`config.mk`:
```
export PLATFORM = sky130hd
export DESIGN_NAME = pmc_top
export DESIGN_NICKNAME = d
export VERILOG_FILES = /design/src/hdl/pmc_pkg.sv /design/src/hdl/pmc_ebuf_if.sv /design/src/hdl/pmc_sync.sv /design/src/hdl/pmc_ebuf.sv /design/src/hdl/pmc_top.sv
export SDC_FILE = /design/constraint.sdc
export NUM_CORES = 1
export LEC_CHECK = 0
export BUFFER_PORTS_ARGS = -buffer_cell sky130_fd_sc_hd__clkbuf_2
export CAP_MARGIN = 10
export CORE_ASPECT_RATIO = 0.5
export CORE_MARGIN = 5
export CORE_UTILIZATION = 53
export DETAILED_ROUTE_END_ITERATION = 10
export GPL_TIMING_DRIVEN = 1
export PLACE_DENSITY = 0.85
export SYNTH_ARGS = -nofsm -noshare
export SYNTH_HDL_FRONTEND = slang
export SYNTH_SLANG_ARGS = --single-unit
```
`constraint.sdc`:
```
create_clock -name sys_clk -period 7.14 [get_ports sys_clk]
set_clock_uncertainty 0.15 [all_clocks]
set_input_delay 2.142 -clock sys_clk [delete_from_list [all_inputs] [get_ports sys_clk]]
set_output_delay 2.142 -clock sys_clk [all_outputs]
set_load 0.01 [all_outputs]
```
`src/hdl/pmc_pkg.sv`:
```
// constants, field layouts and enumerations of the phy mac-side block
// How it works
// - mii moves 4-bit nibbles on separate transmit and receive paths
// - in mii, carrier sense rises while receiving or transmitting
// - half duplex: collision asserts when transmit and receive overlap
// - rmii slave runs from the 50 mhz clock on the reference pin
// - rmii master derives a 50 mhz clock and drives it on a pin
// - strapped rmii master enables the 50 mhz clock on pin three
// - rmii carries two bits per reference cycle each way
// - rmii transmit dibits latched on reference clock edges
// - rmii at 10 mbps samples and presents data every 10th cycle
// - rmii gives a receive-valid output besides carrier-sense/valid
// - rmii also drives a receive-error output
// - rmii receive data passes through an elastic buffer
// - elastic start threshold selectable as 1 to 4 nibbles in rmii, fixed at 1 in mii
// - 3-bit fields in two pin-mux registers choose each pin's clock
// - interface-rate clock: 25 mhz mii, 50 mhz rmii
// - pass-through clock copies the reference pin clock after the three-stage synchroniser and a register
// - free-running clock option independent of link state
// - recovered clock option follows the clock from the line
// - all internal timing comes from the local clock; pass-through is also resampled on it through the synchroniser
package pmc_pkg;
  localparam int SYS_CLK_HZ = 100_000_000;
  localparam int MII_CLK_HZ = 25_000_000;
  localparam int RMII_CLK_HZ = 50_000_000;
  // half periods in system cycles
  localparam int MII_HALF = SYS_CLK_HZ / (2 * MII_CLK_HZ);
  localparam int RMII_HALF = SYS_CLK_HZ / (2 * RMII_CLK_HZ);
  localparam int SLOW_DIV = 10;
  localparam int STRAP_WAIT = 4;
  localparam int NIB_W = 4;
  localparam int EBUF_W = 5;
  localparam int EBUF_DEPTH = 8;
  // register indices; byte address is four times the index
  localparam logic [11:0] IDX_PINMUX_ONE = 12'h462;
  localparam logic [11:0] IDX_PINMUX_TWO = 12'h463;
  localparam logic [11:0] IDX_CTL = 12'h464;
  localparam logic [11:0] IDX_STAT = 12'h465;
  localparam logic [15:0] ADDR_PINMUX_ONE = {2'h0, IDX_PINMUX_ONE, 2'h0};
  localparam int F_PIN3_LSB = 12;
  localparam int F_PIN1_LSB = 4;
  localparam int F_PIN2_LSB = 4;
  localparam int CTL_THR_LSB = 0;
  localparam int CTL_HDX_BIT = 2;
  localparam int CTL_SLOW_BIT = 3;
  localparam int STAT_OVF_BIT = 4;
  localparam logic [15:0] PINMUX_ONE_RST = 16'h0000;
  localparam logic [15:0] PINMUX_TWO_RST = 16'h0000;
  localparam logic [15:0] CTL_RST = 16'h0000;
  typedef enum logic [2:0] {
    PMC_OPT_PIN = 3'b000,
    PMC_OPT_IFCLK = 3'b001,
    PMC_OPT_PASS = 3'b010,
    PMC_OPT_FREE = 3'b011,
    PMC_OPT_REC = 3'b100
  } pmc_opt_e;
  typedef enum logic [1:0] {
    PMC_MODE_MII = 2'b00,
    PMC_MODE_RMII_SLV = 2'b01,
    PMC_MODE_RMII_MST = 2'b10
  } pmc_mode_e;
endpackage

```
`src/hdl/pmc_ebuf_if.sv`:
```
// link between the main block and its elastic receive buffer
`timescale 1ns/1ps
interface pmc_ebuf_if #(
  parameter int W = 5,
  parameter int DEPTH = 8
);
  logic push_valid;
  logic [W-1:0] push_data;
  logic full;
  logic pop;
  logic [W-1:0] head;
  logic empty;
  logic [$clog2(DEPTH+1)-1:0] level;
  modport fill (
    output push_valid, push_data, pop,
    input full, head, empty, level
  );
  modport store (
    input push_valid, push_data, pop,
    output full, head, empty, level
  );
endinterface

```
`src/hdl/pmc_sync.sv`:
```
// three-stage synchroniser that accepts a change once stages two and three agree
`timescale 1ns/1ps
module pmc_sync #(
  parameter int W = 1
) (
  // clock and reset
  input wire logic sys_clk,
  input wire logic rst,
  // data
  input wire logic [W-1:0] din,
  output logic [W-1:0] dout
);
  typedef struct packed {
    logic [W-1:0] s1;
    logic [W-1:0] s2;
    logic [W-1:0] s3;
    logic [W-1:0] val;
  } pmc_sync_s;
  pmc_sync_s q;
  pmc_sync_s d;

  always_comb
  begin
    d = q;
    d.s1 = din;
    d.s2 = q.s1;
    d.s3 = q.s2;
    for (int i = 0; i < W; i++)
    begin
      if (q.s2[i] == q.s3[i])
        d.val[i] = q.s3[i];
    end
  end

  always_ff @(posedge sys_clk or posedge rst)
  begin
    if (rst)
      q <= '0;
    else
      q <= d;
  end

  assign dout = q.val;
endmodule

```
`src/hdl/pmc_ebuf.sv`:
```
// elastic receive buffer; head of queue is held in a register
`timescale 1ns/1ps
module pmc_ebuf #(
  parameter int W = 5,
  parameter int DEPTH = 8
) (
  // clock and reset
  input wire logic sys_clk,
  input wire logic rst,
  // queue access
  pmc_ebuf_if.store bus
);
  localparam int AW = $clog2(DEPTH);
  localparam int LW = $clog2(DEPTH+1);
  typedef struct packed {
    logic [DEPTH-1:0][W-1:0] mem;
    logic [AW-1:0] wptr;
    logic [AW-1:0] rptr;
    logic [LW-1:0] level;
    logic [W-1:0] head;
  } pmc_ebuf_s;
  pmc_ebuf_s q;
  pmc_ebuf_s d;
  logic do_push;
  logic do_pop;

  // a push into a full queue is dropped; the caller flags it
  assign do_push = bus.push_valid && !bus.full;
  assign do_pop = bus.pop && !bus.empty;

  always_comb
  begin
    d = q;
    if (do_push)
    begin
      d.mem[q.wptr] = bus.push_data;
      d.wptr = q.wptr + 1'b1;
    end
    if (do_pop)
      d.rptr = q.rptr + 1'b1;
    if (do_push && !do_pop)
      d.level = q.level + 1'b1;
    else if (do_pop && !do_push)
      d.level = q.level - 1'b1;
    d.head = d.mem[d.rptr];
  end

  always_ff @(posedge sys_clk or posedge rst)
  begin
    if (rst)
      q <= '0;
    else
      q <= d;
  end

  assign bus.full = (q.level == LW'(DEPTH));
  assign bus.empty = (q.level == '0);
  assign bus.level = q.level;
  assign bus.head = q.head;
endmodule

```
`src/hdl/pmc_top.sv`:
```
// mac-side interface of the phy: mii/rmii data paths, buffer, clock pins
//
// Design decision made here: the APB register port.
`timescale 1ns/1ps
module pmc_top #(
  parameter int EBUF_DEPTH = pmc_pkg::EBUF_DEPTH
) (
  // clock and reset
  input wire logic sys_clk,
  input wire logic rst,
  // apb register port
  input wire logic [15:0] paddr,
  input wire logic psel,
  input wire logic penable,
  input wire logic pwrite,
  input wire logic [31:0] pwdata,
  output logic [31:0] prdata,
  output logic pready,
  output logic pslverr,
  // board pins
  input wire logic reference_clock_input_pin,
  input wire logic [1:0] mode_strap,
  // from the mac
  input wire logic mac_tx_en,
  input wire logic [3:0] mac_txd,
  // to the mac
  output logic [2:0] mac_rxd,
  output logic mac_rx_dv,
  output logic mac_crs,
  output logic mac_rx_er,
  output logic general_pin_one,
  output logic general_pin_two,
  output logic general_pin_three,
  // line side, receive
  input wire logic line_rx_valid,
  input wire logic [3:0] line_rx_data,
  input wire logic line_rx_err,
  input wire logic line_rx_active,
  input wire logic line_rec_clk_tick,
  // line side, transmit
  output logic line_tx_en,
  output logic line_tx_valid,
  output logic [3:0] line_tx_data
);
  localparam int LW = $clog2(EBUF_DEPTH+1);
  typedef struct packed {
    pmc_pkg::pmc_mode_e mode;
    logic [2:0] strap_cnt;
    logic strap_done;
    logic [15:0] mux1;
    logic [15:0] mux2;
    logic [15:0] ctl;
    logic ovf;
    logic [31:0] prdata;
    logic pslverr;
    logic ref_prev;
    logic [1:0] hcnt;
    logic mclk;
    logic [3:0] slow_cnt;
    logic tx_en;
    logic tx_ph;
    logic [1:0] tx_lo;
    logic [3:0] tx_nib;
    logic tx_vld;
    logic rx_run;
    logic rx_ph;
    logic [3:0] rxd;
    logic rx_dv;
    logic rx_er;
    logic crs;
    logic col;
    logic free_clk;
    logic rec_clk;
    logic gp1;
    logic gp2;
    logic gp3;
  } pmc_top_s;
  pmc_top_s q;
  pmc_top_s d;

  logic [1:0] strap_s;
  logic ref_s;
  logic txen_s;
  logic [3:0] txd_s;
  logic is_mii;
  logic [1:0] half_m1;
  logic hwrap;
  logic base_tick;
  logic dtick;
  logic ifclk;
  logic [LW-1:0] thr_need;
  logic start_ok;
  logic setup;
  logic access;
  logic [11:0] idx;
  logic aligned;
  logic hit;
  logic [31:0] rd_val;

  pmc_ebuf_if #(.W(pmc_pkg::EBUF_W), .DEPTH(EBUF_DEPTH)) eb ();

  pmc_sync #(.W(8)) u_sync (
    .sys_clk(sys_clk),
    .rst(rst),
    .din({mode_strap, reference_clock_input_pin, mac_tx_en, mac_txd}),
    .dout({strap_s, ref_s, txen_s, txd_s})
  );

  pmc_ebuf #(.W(pmc_pkg::EBUF_W), .DEPTH(EBUF_DEPTH)) u_ebuf (
    .sys_clk(sys_clk),
    .rst(rst),
    .bus(eb.store)
  );

  assign is_mii = (q.mode == pmc_pkg::PMC_MODE_MII);
  assign half_m1 = is_mii ? 2'(pmc_pkg::MII_HALF - 1)
                          : 2'(pmc_pkg::RMII_HALF - 1);
  // the mode change at capture can leave the count above the new limit
  assign hwrap = (q.hcnt >= half_m1);
  assign base_tick = q.strap_done &&
    ((q.mode == pmc_pkg::PMC_MODE_RMII_SLV) ? (ref_s && !q.ref_prev)
                                            : (hwrap && !q.mclk));
  // every tenth tick at 10 mbps
  assign dtick = base_tick && (!q.ctl[pmc_pkg::CTL_SLOW_BIT] ||
    q.slow_cnt == 4'(pmc_pkg::SLOW_DIV - 1));
  assign ifclk = (q.mode == pmc_pkg::PMC_MODE_RMII_SLV) ? ref_s : q.mclk;

  assign thr_need = is_mii ? LW'(1)
    : LW'(q.ctl[pmc_pkg::CTL_THR_LSB +: 2]) + LW'(1);
  // a short frame that ends below threshold must still be released
  assign start_ok = (eb.level >= thr_need) ||
    (!line_rx_active && !eb.empty);

  // line nibbles enter the elastic buffer
  assign eb.push_valid = line_rx_valid;
  assign eb.push_data = {line_rx_err, line_rx_data};
  assign eb.pop = dtick && q.rx_run && !eb.empty && (is_mii || q.rx_ph);

  assign setup = psel && !penable;
  assign access = psel && penable;
  assign idx = paddr[13:2];
  assign aligned = (paddr[1:0] == 2'h0) && (paddr[15:14] == 2'h0);
  assign hit = aligned && (idx == pmc_pkg::IDX_PINMUX_ONE ||
    idx == pmc_pkg::IDX_PINMUX_TWO || idx == pmc_pkg::IDX_CTL ||
    idx == pmc_pkg::IDX_STAT);

  always_comb
  begin
    rd_val = 32'h0000_0000;
    if (aligned)
    begin
      case (idx)
        pmc_pkg::IDX_PINMUX_ONE: rd_val = {16'h0000, q.mux1};
        pmc_pkg::IDX_PINMUX_TWO: rd_val = {16'h0000, q.mux2};
        pmc_pkg::IDX_CTL: rd_val = {16'h0000, q.ctl};
        pmc_pkg::IDX_STAT:
          rd_val = 32'({LW'(eb.level), q.ovf, q.tx_en, q.rx_run,
                        q.mode});
        default: rd_val = 32'h0000_0000;
      endcase
    end
  end

  function automatic logic pick(input logic [2:0] sel, input logic normal,
                                input logic ifc, input logic pass,
                                input logic fr, input logic rc);
    case (sel)
      pmc_pkg::PMC_OPT_PIN: pick = normal;
      pmc_pkg::PMC_OPT_IFCLK: pick = ifc;
      pmc_pkg::PMC_OPT_PASS: pick = pass;
      pmc_pkg::PMC_OPT_FREE: pick = fr;
      pmc_pkg::PMC_OPT_REC: pick = rc;
      default: pick = normal;
    endcase
  endfunction

  always_comb
  begin
    d = q;
    d.ref_prev = ref_s;
    d.tx_vld = 1'b0;

    if (!q.strap_done)
    begin
      d.strap_cnt = q.strap_cnt + 1'b1;
      if (q.strap_cnt == 3'(pmc_pkg::STRAP_WAIT))
      begin
        d.strap_done = 1'b1;
        case (strap_s)
          2'h1: d.mode = pmc_pkg::PMC_MODE_RMII_SLV;
          2'h2: d.mode = pmc_pkg::PMC_MODE_RMII_MST;
          default: d.mode = pmc_pkg::PMC_MODE_MII;
        endcase
        if (strap_s == 2'h2)
          d.mux1[pmc_pkg::F_PIN3_LSB +: 3] = pmc_pkg::PMC_OPT_IFCLK;
      end
    end

    if (hwrap)
    begin
      d.hcnt = 2'h0;
      d.mclk = !q.mclk;
    end
    else
      d.hcnt = q.hcnt + 1'b1;
    if (base_tick)
      d.slow_cnt = (q.slow_cnt == 4'(pmc_pkg::SLOW_DIV - 1))
                   ? 4'h0 : q.slow_cnt + 1'b1;

    // apb: answer prepared in setup, taken at the access edge
    if (setup)
    begin
      d.pslverr = !hit;
      if (!pwrite)
        d.prdata = rd_val;
    end
    // overrun is sticky; a new one wins over the clearing write
    if (access && pwrite && hit && idx == pmc_pkg::IDX_STAT &&
        pwdata[pmc_pkg::STAT_OVF_BIT])
      d.ovf = 1'b0;
    if (line_rx_valid && eb.full)
      d.ovf = 1'b1;
    if (access && pwrite && hit)
    begin
      case (idx)
        pmc_pkg::IDX_PINMUX_ONE: d.mux1 = pwdata[15:0];
        pmc_pkg::IDX_PINMUX_TWO: d.mux2 = pwdata[15:0];
        pmc_pkg::IDX_CTL: d.ctl = pwdata[15:0];
        default: d.ctl = q.ctl;
      endcase
    end

    if (dtick)
    begin
      d.tx_en = txen_s;
      if (!txen_s)
        d.tx_ph = 1'b0;
      else if (is_mii)
      begin
        d.tx_nib = txd_s;
        d.tx_vld = 1'b1;
      end
      else if (!q.tx_ph)
      begin
        d.tx_lo = txd_s[1:0];
        d.tx_ph = 1'b1;
      end
      else
      begin
        d.tx_nib = {txd_s[1:0], q.tx_lo};
        d.tx_vld = 1'b1;
        d.tx_ph = 1'b0;
      end
    end

    if (dtick)
    begin
      if (!q.rx_run)
      begin
        d.rx_dv = 1'b0;
        d.rx_er = 1'b0;
        if (start_ok)
        begin
          d.rx_run = 1'b1;
          d.rx_ph = 1'b0;
        end
      end
      else if (eb.empty)
      begin
        d.rx_run = 1'b0;
        d.rx_dv = 1'b0;
        // running dry mid-frame is an underrun
        d.rx_er = line_rx_active;
      end
      else
      begin
        d.rx_dv = 1'b1;
        d.rx_er = eb.head[pmc_pkg::NIB_W];
        if (is_mii)
          d.rxd = eb.head[3:0];
        else
        begin
          d.rxd[1:0] = q.rx_ph ? eb.head[3:2] : eb.head[1:0];
          d.rx_ph = !q.rx_ph;
        end
      end
    end

    d.crs = line_rx_active || q.rx_run || (is_mii && txen_s);
    d.col = q.ctl[pmc_pkg::CTL_HDX_BIT] && txen_s && line_rx_active;

    d.free_clk = !q.free_clk;
    if (line_rec_clk_tick)
      d.rec_clk = !q.rec_clk;
    d.gp1 = pick(q.mux1[pmc_pkg::F_PIN1_LSB +: 3], q.crs, ifclk, ref_s,
                 q.free_clk, q.rec_clk);
    d.gp2 = pick(q.mux2[pmc_pkg::F_PIN2_LSB +: 3], q.col, ifclk, ref_s,
                 q.free_clk, q.rec_clk);
    d.gp3 = pick(q.mux1[pmc_pkg::F_PIN3_LSB +: 3], q.rxd[3], ifclk, ref_s,
                 q.free_clk, q.rec_clk);
  end

  always_ff @(posedge sys_clk or posedge rst)
  begin
    if (rst)
    begin
      q <= '0;
      q.mode <= pmc_pkg::PMC_MODE_MII;
      q.mux1 <= pmc_pkg::PINMUX_ONE_RST;
      q.mux2 <= pmc_pkg::PINMUX_TWO_RST;
      q.ctl <= pmc_pkg::CTL_RST;
    end
    else
      q <= d;
  end

  assign pready = 1'b1;
  assign prdata = q.prdata;
  assign pslverr = q.pslverr;
  assign mac_rxd = q.rxd[2:0];
  assign mac_rx_dv = q.rx_dv;
  assign mac_crs = q.crs;
  assign mac_rx_er = q.rx_er;
  assign general_pin_one = q.gp1;
  assign general_pin_two = q.gp2;
  assign general_pin_three = q.gp3;
  assign line_tx_en = q.tx_en;
  assign line_tx_valid = q.tx_vld;
  assign line_tx_data = q.tx_nib;
endmodule

```
==> results_dict.tcl <==
set metrics [dict create \
    synth_ff_type "dfrtp_1" \
    drv_slew 0 \
    slowest_delay_ns 0.83 \
    grt_first_pass_wirelength_um 37600 \
    r2r_setup_slack_ns 3.72 \
    placed_area_um2 9840 \
    required_ns 7.29 \
    clock_latency_ns 0.43 \
    power_density_nw_per_um2 392 \
    setup_tns_ns 0 \
    synthTopCellsByCount "191 x dfrtp_1, 83 x mux2_2, 76 x nand2_1, 63 x o21ai_0, 43 x buf_4" \
    cap_violations 0 \
    grt_max_degree 192 \
    min_from "u_sync.d[16]" \
    tightest_slew_ns 1.07 \
    cts_root_buf "clkbuf_16" \
    period_share_pct 58.5 \
    path_buf_inv 1 \
    place_congestion 0.903 \
    ir_drop_uv 187 \
    drive_gt1_share_pct 25.8 \
    ys_warn_count 0 \
    max_freq_mhz 239 \
    syn_area_um2 9540 \
    holdBufCountCts 0 \
    drtPass1Iterations 6 \
    vias 7173 \
    cp-startpoint "line_rx_valid" \
    clk_path_buf_depth 2 \
    rsz0062_at_grt "false" \
    hold_class "reg2reg" \
    port-buffer-count 84 \
    path_class "in2reg" \
    die_y_um 105 \
    floorplan.initialDensity_pct 54.4 \
    utilization_pct 59.7 \
    grt_usage_pct 22.4 \
    fill_cells 1324 \
    cp.depth 8 \
    r2r_start "u_ebuf.bus.level[0]" \
    synth_cell_types 83 \
    cts_tree "yes" \
    via_per_inst 6.27 \
    hold_viol 0 \
    synth-seq-cells 191 \
    area.sequential_um2 4780 \
    die_w_um 200 \
    critPathCaptureType "register" \
    start_kind "input port" \
    syn2layout_area_growth_pct 9.68 \
    gr-total-overflow 0 \
    antenna_found_initial 2 \
    drt_iter0_drc 767 \
    clk_pin_slew_ns 0.07 \
    path_cells "clkbuf_2 > nand2b_1 > nor3_1 > nand2_1 > o21ai_0 > a221oi_1 > or4_1 > o311a_1" \
    syn_inst 862 \
    status "complete, no violations" \
    critical_path.max_fanout 8 \
    clock_sinks 191 \
    critPathTopFamily "simple AND/OR/NAND/NOR gates" \
    slowest_stage "nor3_1" \
    yosys.area.top_type "dfrtp_1" \
    syn_area_per_cell_um2 11.1 \
    post_drt_wl_per_cell_um 20.3 \
    fin_area_um2 10500 \
    min_period_ns 4.18 \
    setup_violations 0 \
    coreArea_um2 17500 \
    placementRows 34 \
    cts_resized 0 \
    drc 0 \
    h-tree-depth 4 \
    yosysTopAreaCellShare_pct 50.1 \
    routed_wl_um 23200 \
    synth-edff-count 0 \
    holdPathStages 0 \
    crit_arrival_ns 4.33 \
    io-pin-count 118 \
    place_hpwl_um 14800 \
    post_cts_buffers 0 \
    maxSlewHeadroom_pct 28.8 \
    dieArea_um2 21000 \
    synthMostInstantiatedCell "dfrtp_1" \
    ant_nets 0 \
    p_leak_nw 4.78 \
    multi_input_comb_area_um2 4200 \
    synth-seq-area-share_pct 50.1 \
    grt_pass1_vias 7172 \
    reg2regPathDepth 7 \
    synth.area.top_cells "dfrtp_1 50%, mux2_2 9.8%, buf_4 3.4%" \
    final_nets 978 \
    n_antenna_cell 0 \
    synthArstFlopShare_pct 100 \
    cts_buffers 17 \
]
-- report_power, final --
group	switching, mW	total, mW	internal (mW)
combinational	0.880	1.54	0.660
sequential	0.243	1.57	1.33
clock	0.442	0.991	0.550
total	1.56	4.10	2.54
-- worst reg2reg max path: stages, from the launching register on --
cell	delay, ns
dfrtp_1	0.54
nor4b_4	0.91
or3_1	0.49
mux2_2	0.40
a22o_1	0.21
a31oi_1	0.23
mux2i_1	0.12
o211a_1	0.25
-- cell type report --
type	count	area share (%)
timing repair buffer	90	4.57
clock buffer	19	4.33
multi-input combinational	574	40.2
tap	234	2.80
inverter	23	0.861
sequential	191	45.7
clock inverter	13	1.61
-- cell families (layout without fill, tap and decap cells) --
| kind of cell | count (synthesis) | in the layout | synth area share (%) |
|---|---|---|---|
| AOI/OAI and AO/OA | 209 | 209 | 15.4 |
| xor gates and xnor gates | 15 | 15 | 1.38 |
| adders and majority gates | 20 | 20 | 2.49 |
| buffers and inverters | 113 | 145 | 6.49 |
| DFF | 191 | 191 | 50.1 |
| muxes | 103 | 103 | 12.4 |
| other | 2 | 18 | 0.0787 |
| and+or+nand+nor | 209 | 209 | 11.7 |
-- sequential cells by signal (all words and copies together) (netlist names) --
register / cells
q: 72
u_ebuf.q: 46
prdata: 16
u_sync.d: 16
u_sync.dout: 8
u_sync.q: 8
u_ebuf.bus.head: 5
line_tx_data: 4
u_ebuf.bus.level: 4
mac_rxd: 3
general_pin_one: 1
general_pin_three: 1
general_pin_two: 1
line_tx_en: 1
line_tx_valid: 1
mac_crs: 1
mac_rx_dv: 1
mac_rx_er: 1
pslverr: 1
-- per-stage QoR --
stage / std cells / power (mW) / worst slack, ns / hold slack [ns]
3_3_place_gp: 1112 / 2.98 / 2.68 / 0.181
3_5_place_dp: 1112 / 3.06 / 2.61 / 0.185
2_1_floorplan: 878 / 2.71 / 2.39 / 0.181
5_1_grt: 1144 / 4.32 / 2.87 / 0.195
6_report: 1144 / 4.10 / 2.96 / 0.193
4_1_cts: 1144 / 4.07 / 3.03 / 0.197
-- placed cells by master, fill, tap and decap left out, types with 5 or more instances in the layout --
master,netlist,routed
or4_1,8,8
a21o_1,5,5
a21oi_1,19,19
nor2_1,42,42
ha_1,11,11
mux2i_1,12,12
a22o_1,12,12
o22ai_1,19,19
nand2_1,76,76
a222oi_1,7,7
clkbuf_2,1,84
conb_1,2,18
dfrtp_1,191,191
xor2_1,5,5
nand2b_1,17,17
xnor2_1,10,10
clkbuf_16,0,17
o21bai_1,5,5
a221oi_1,14,14
maj3_1,8,8
or3_1,8,8
a31oi_1,6,6
o21ai_0,63,63
inv_1,22,21
nor3_1,13,13
nand3_1,10,10
mux2_2,83,83
buf_4,43,5
-- final timing paths --
kind / to
setup / recovery: u_ebuf.bus.head[4]
hold / removal: u_sync.d[8]
setup reg to reg: u_ebuf.bus.head[3]
hold reg to reg: u_sync.d[8]
max in group asynchronous: q[110]
min in group asynchronous: u_ebuf.q[41]
-- layer usage --
| layer | share of wire, % | routed length, um | GRT usage, % | vias to the layer above |
|---|---|---|---|---|
| met2 | 48 | 11200 | 35.8 | 373 |
| met4 | 3.1 | 728 | 9.06 | 4 |
| met3 | 8.3 | 1920 | 5.05 | 81 |
| li1 | - | - | - | 3161 |
| met5 | 0.17 | 39 | 0 | - |
| met1 | 40 | 9280 | 29.7 | 3554 |
No activity file was read; power rests on OpenSTA's default activity.
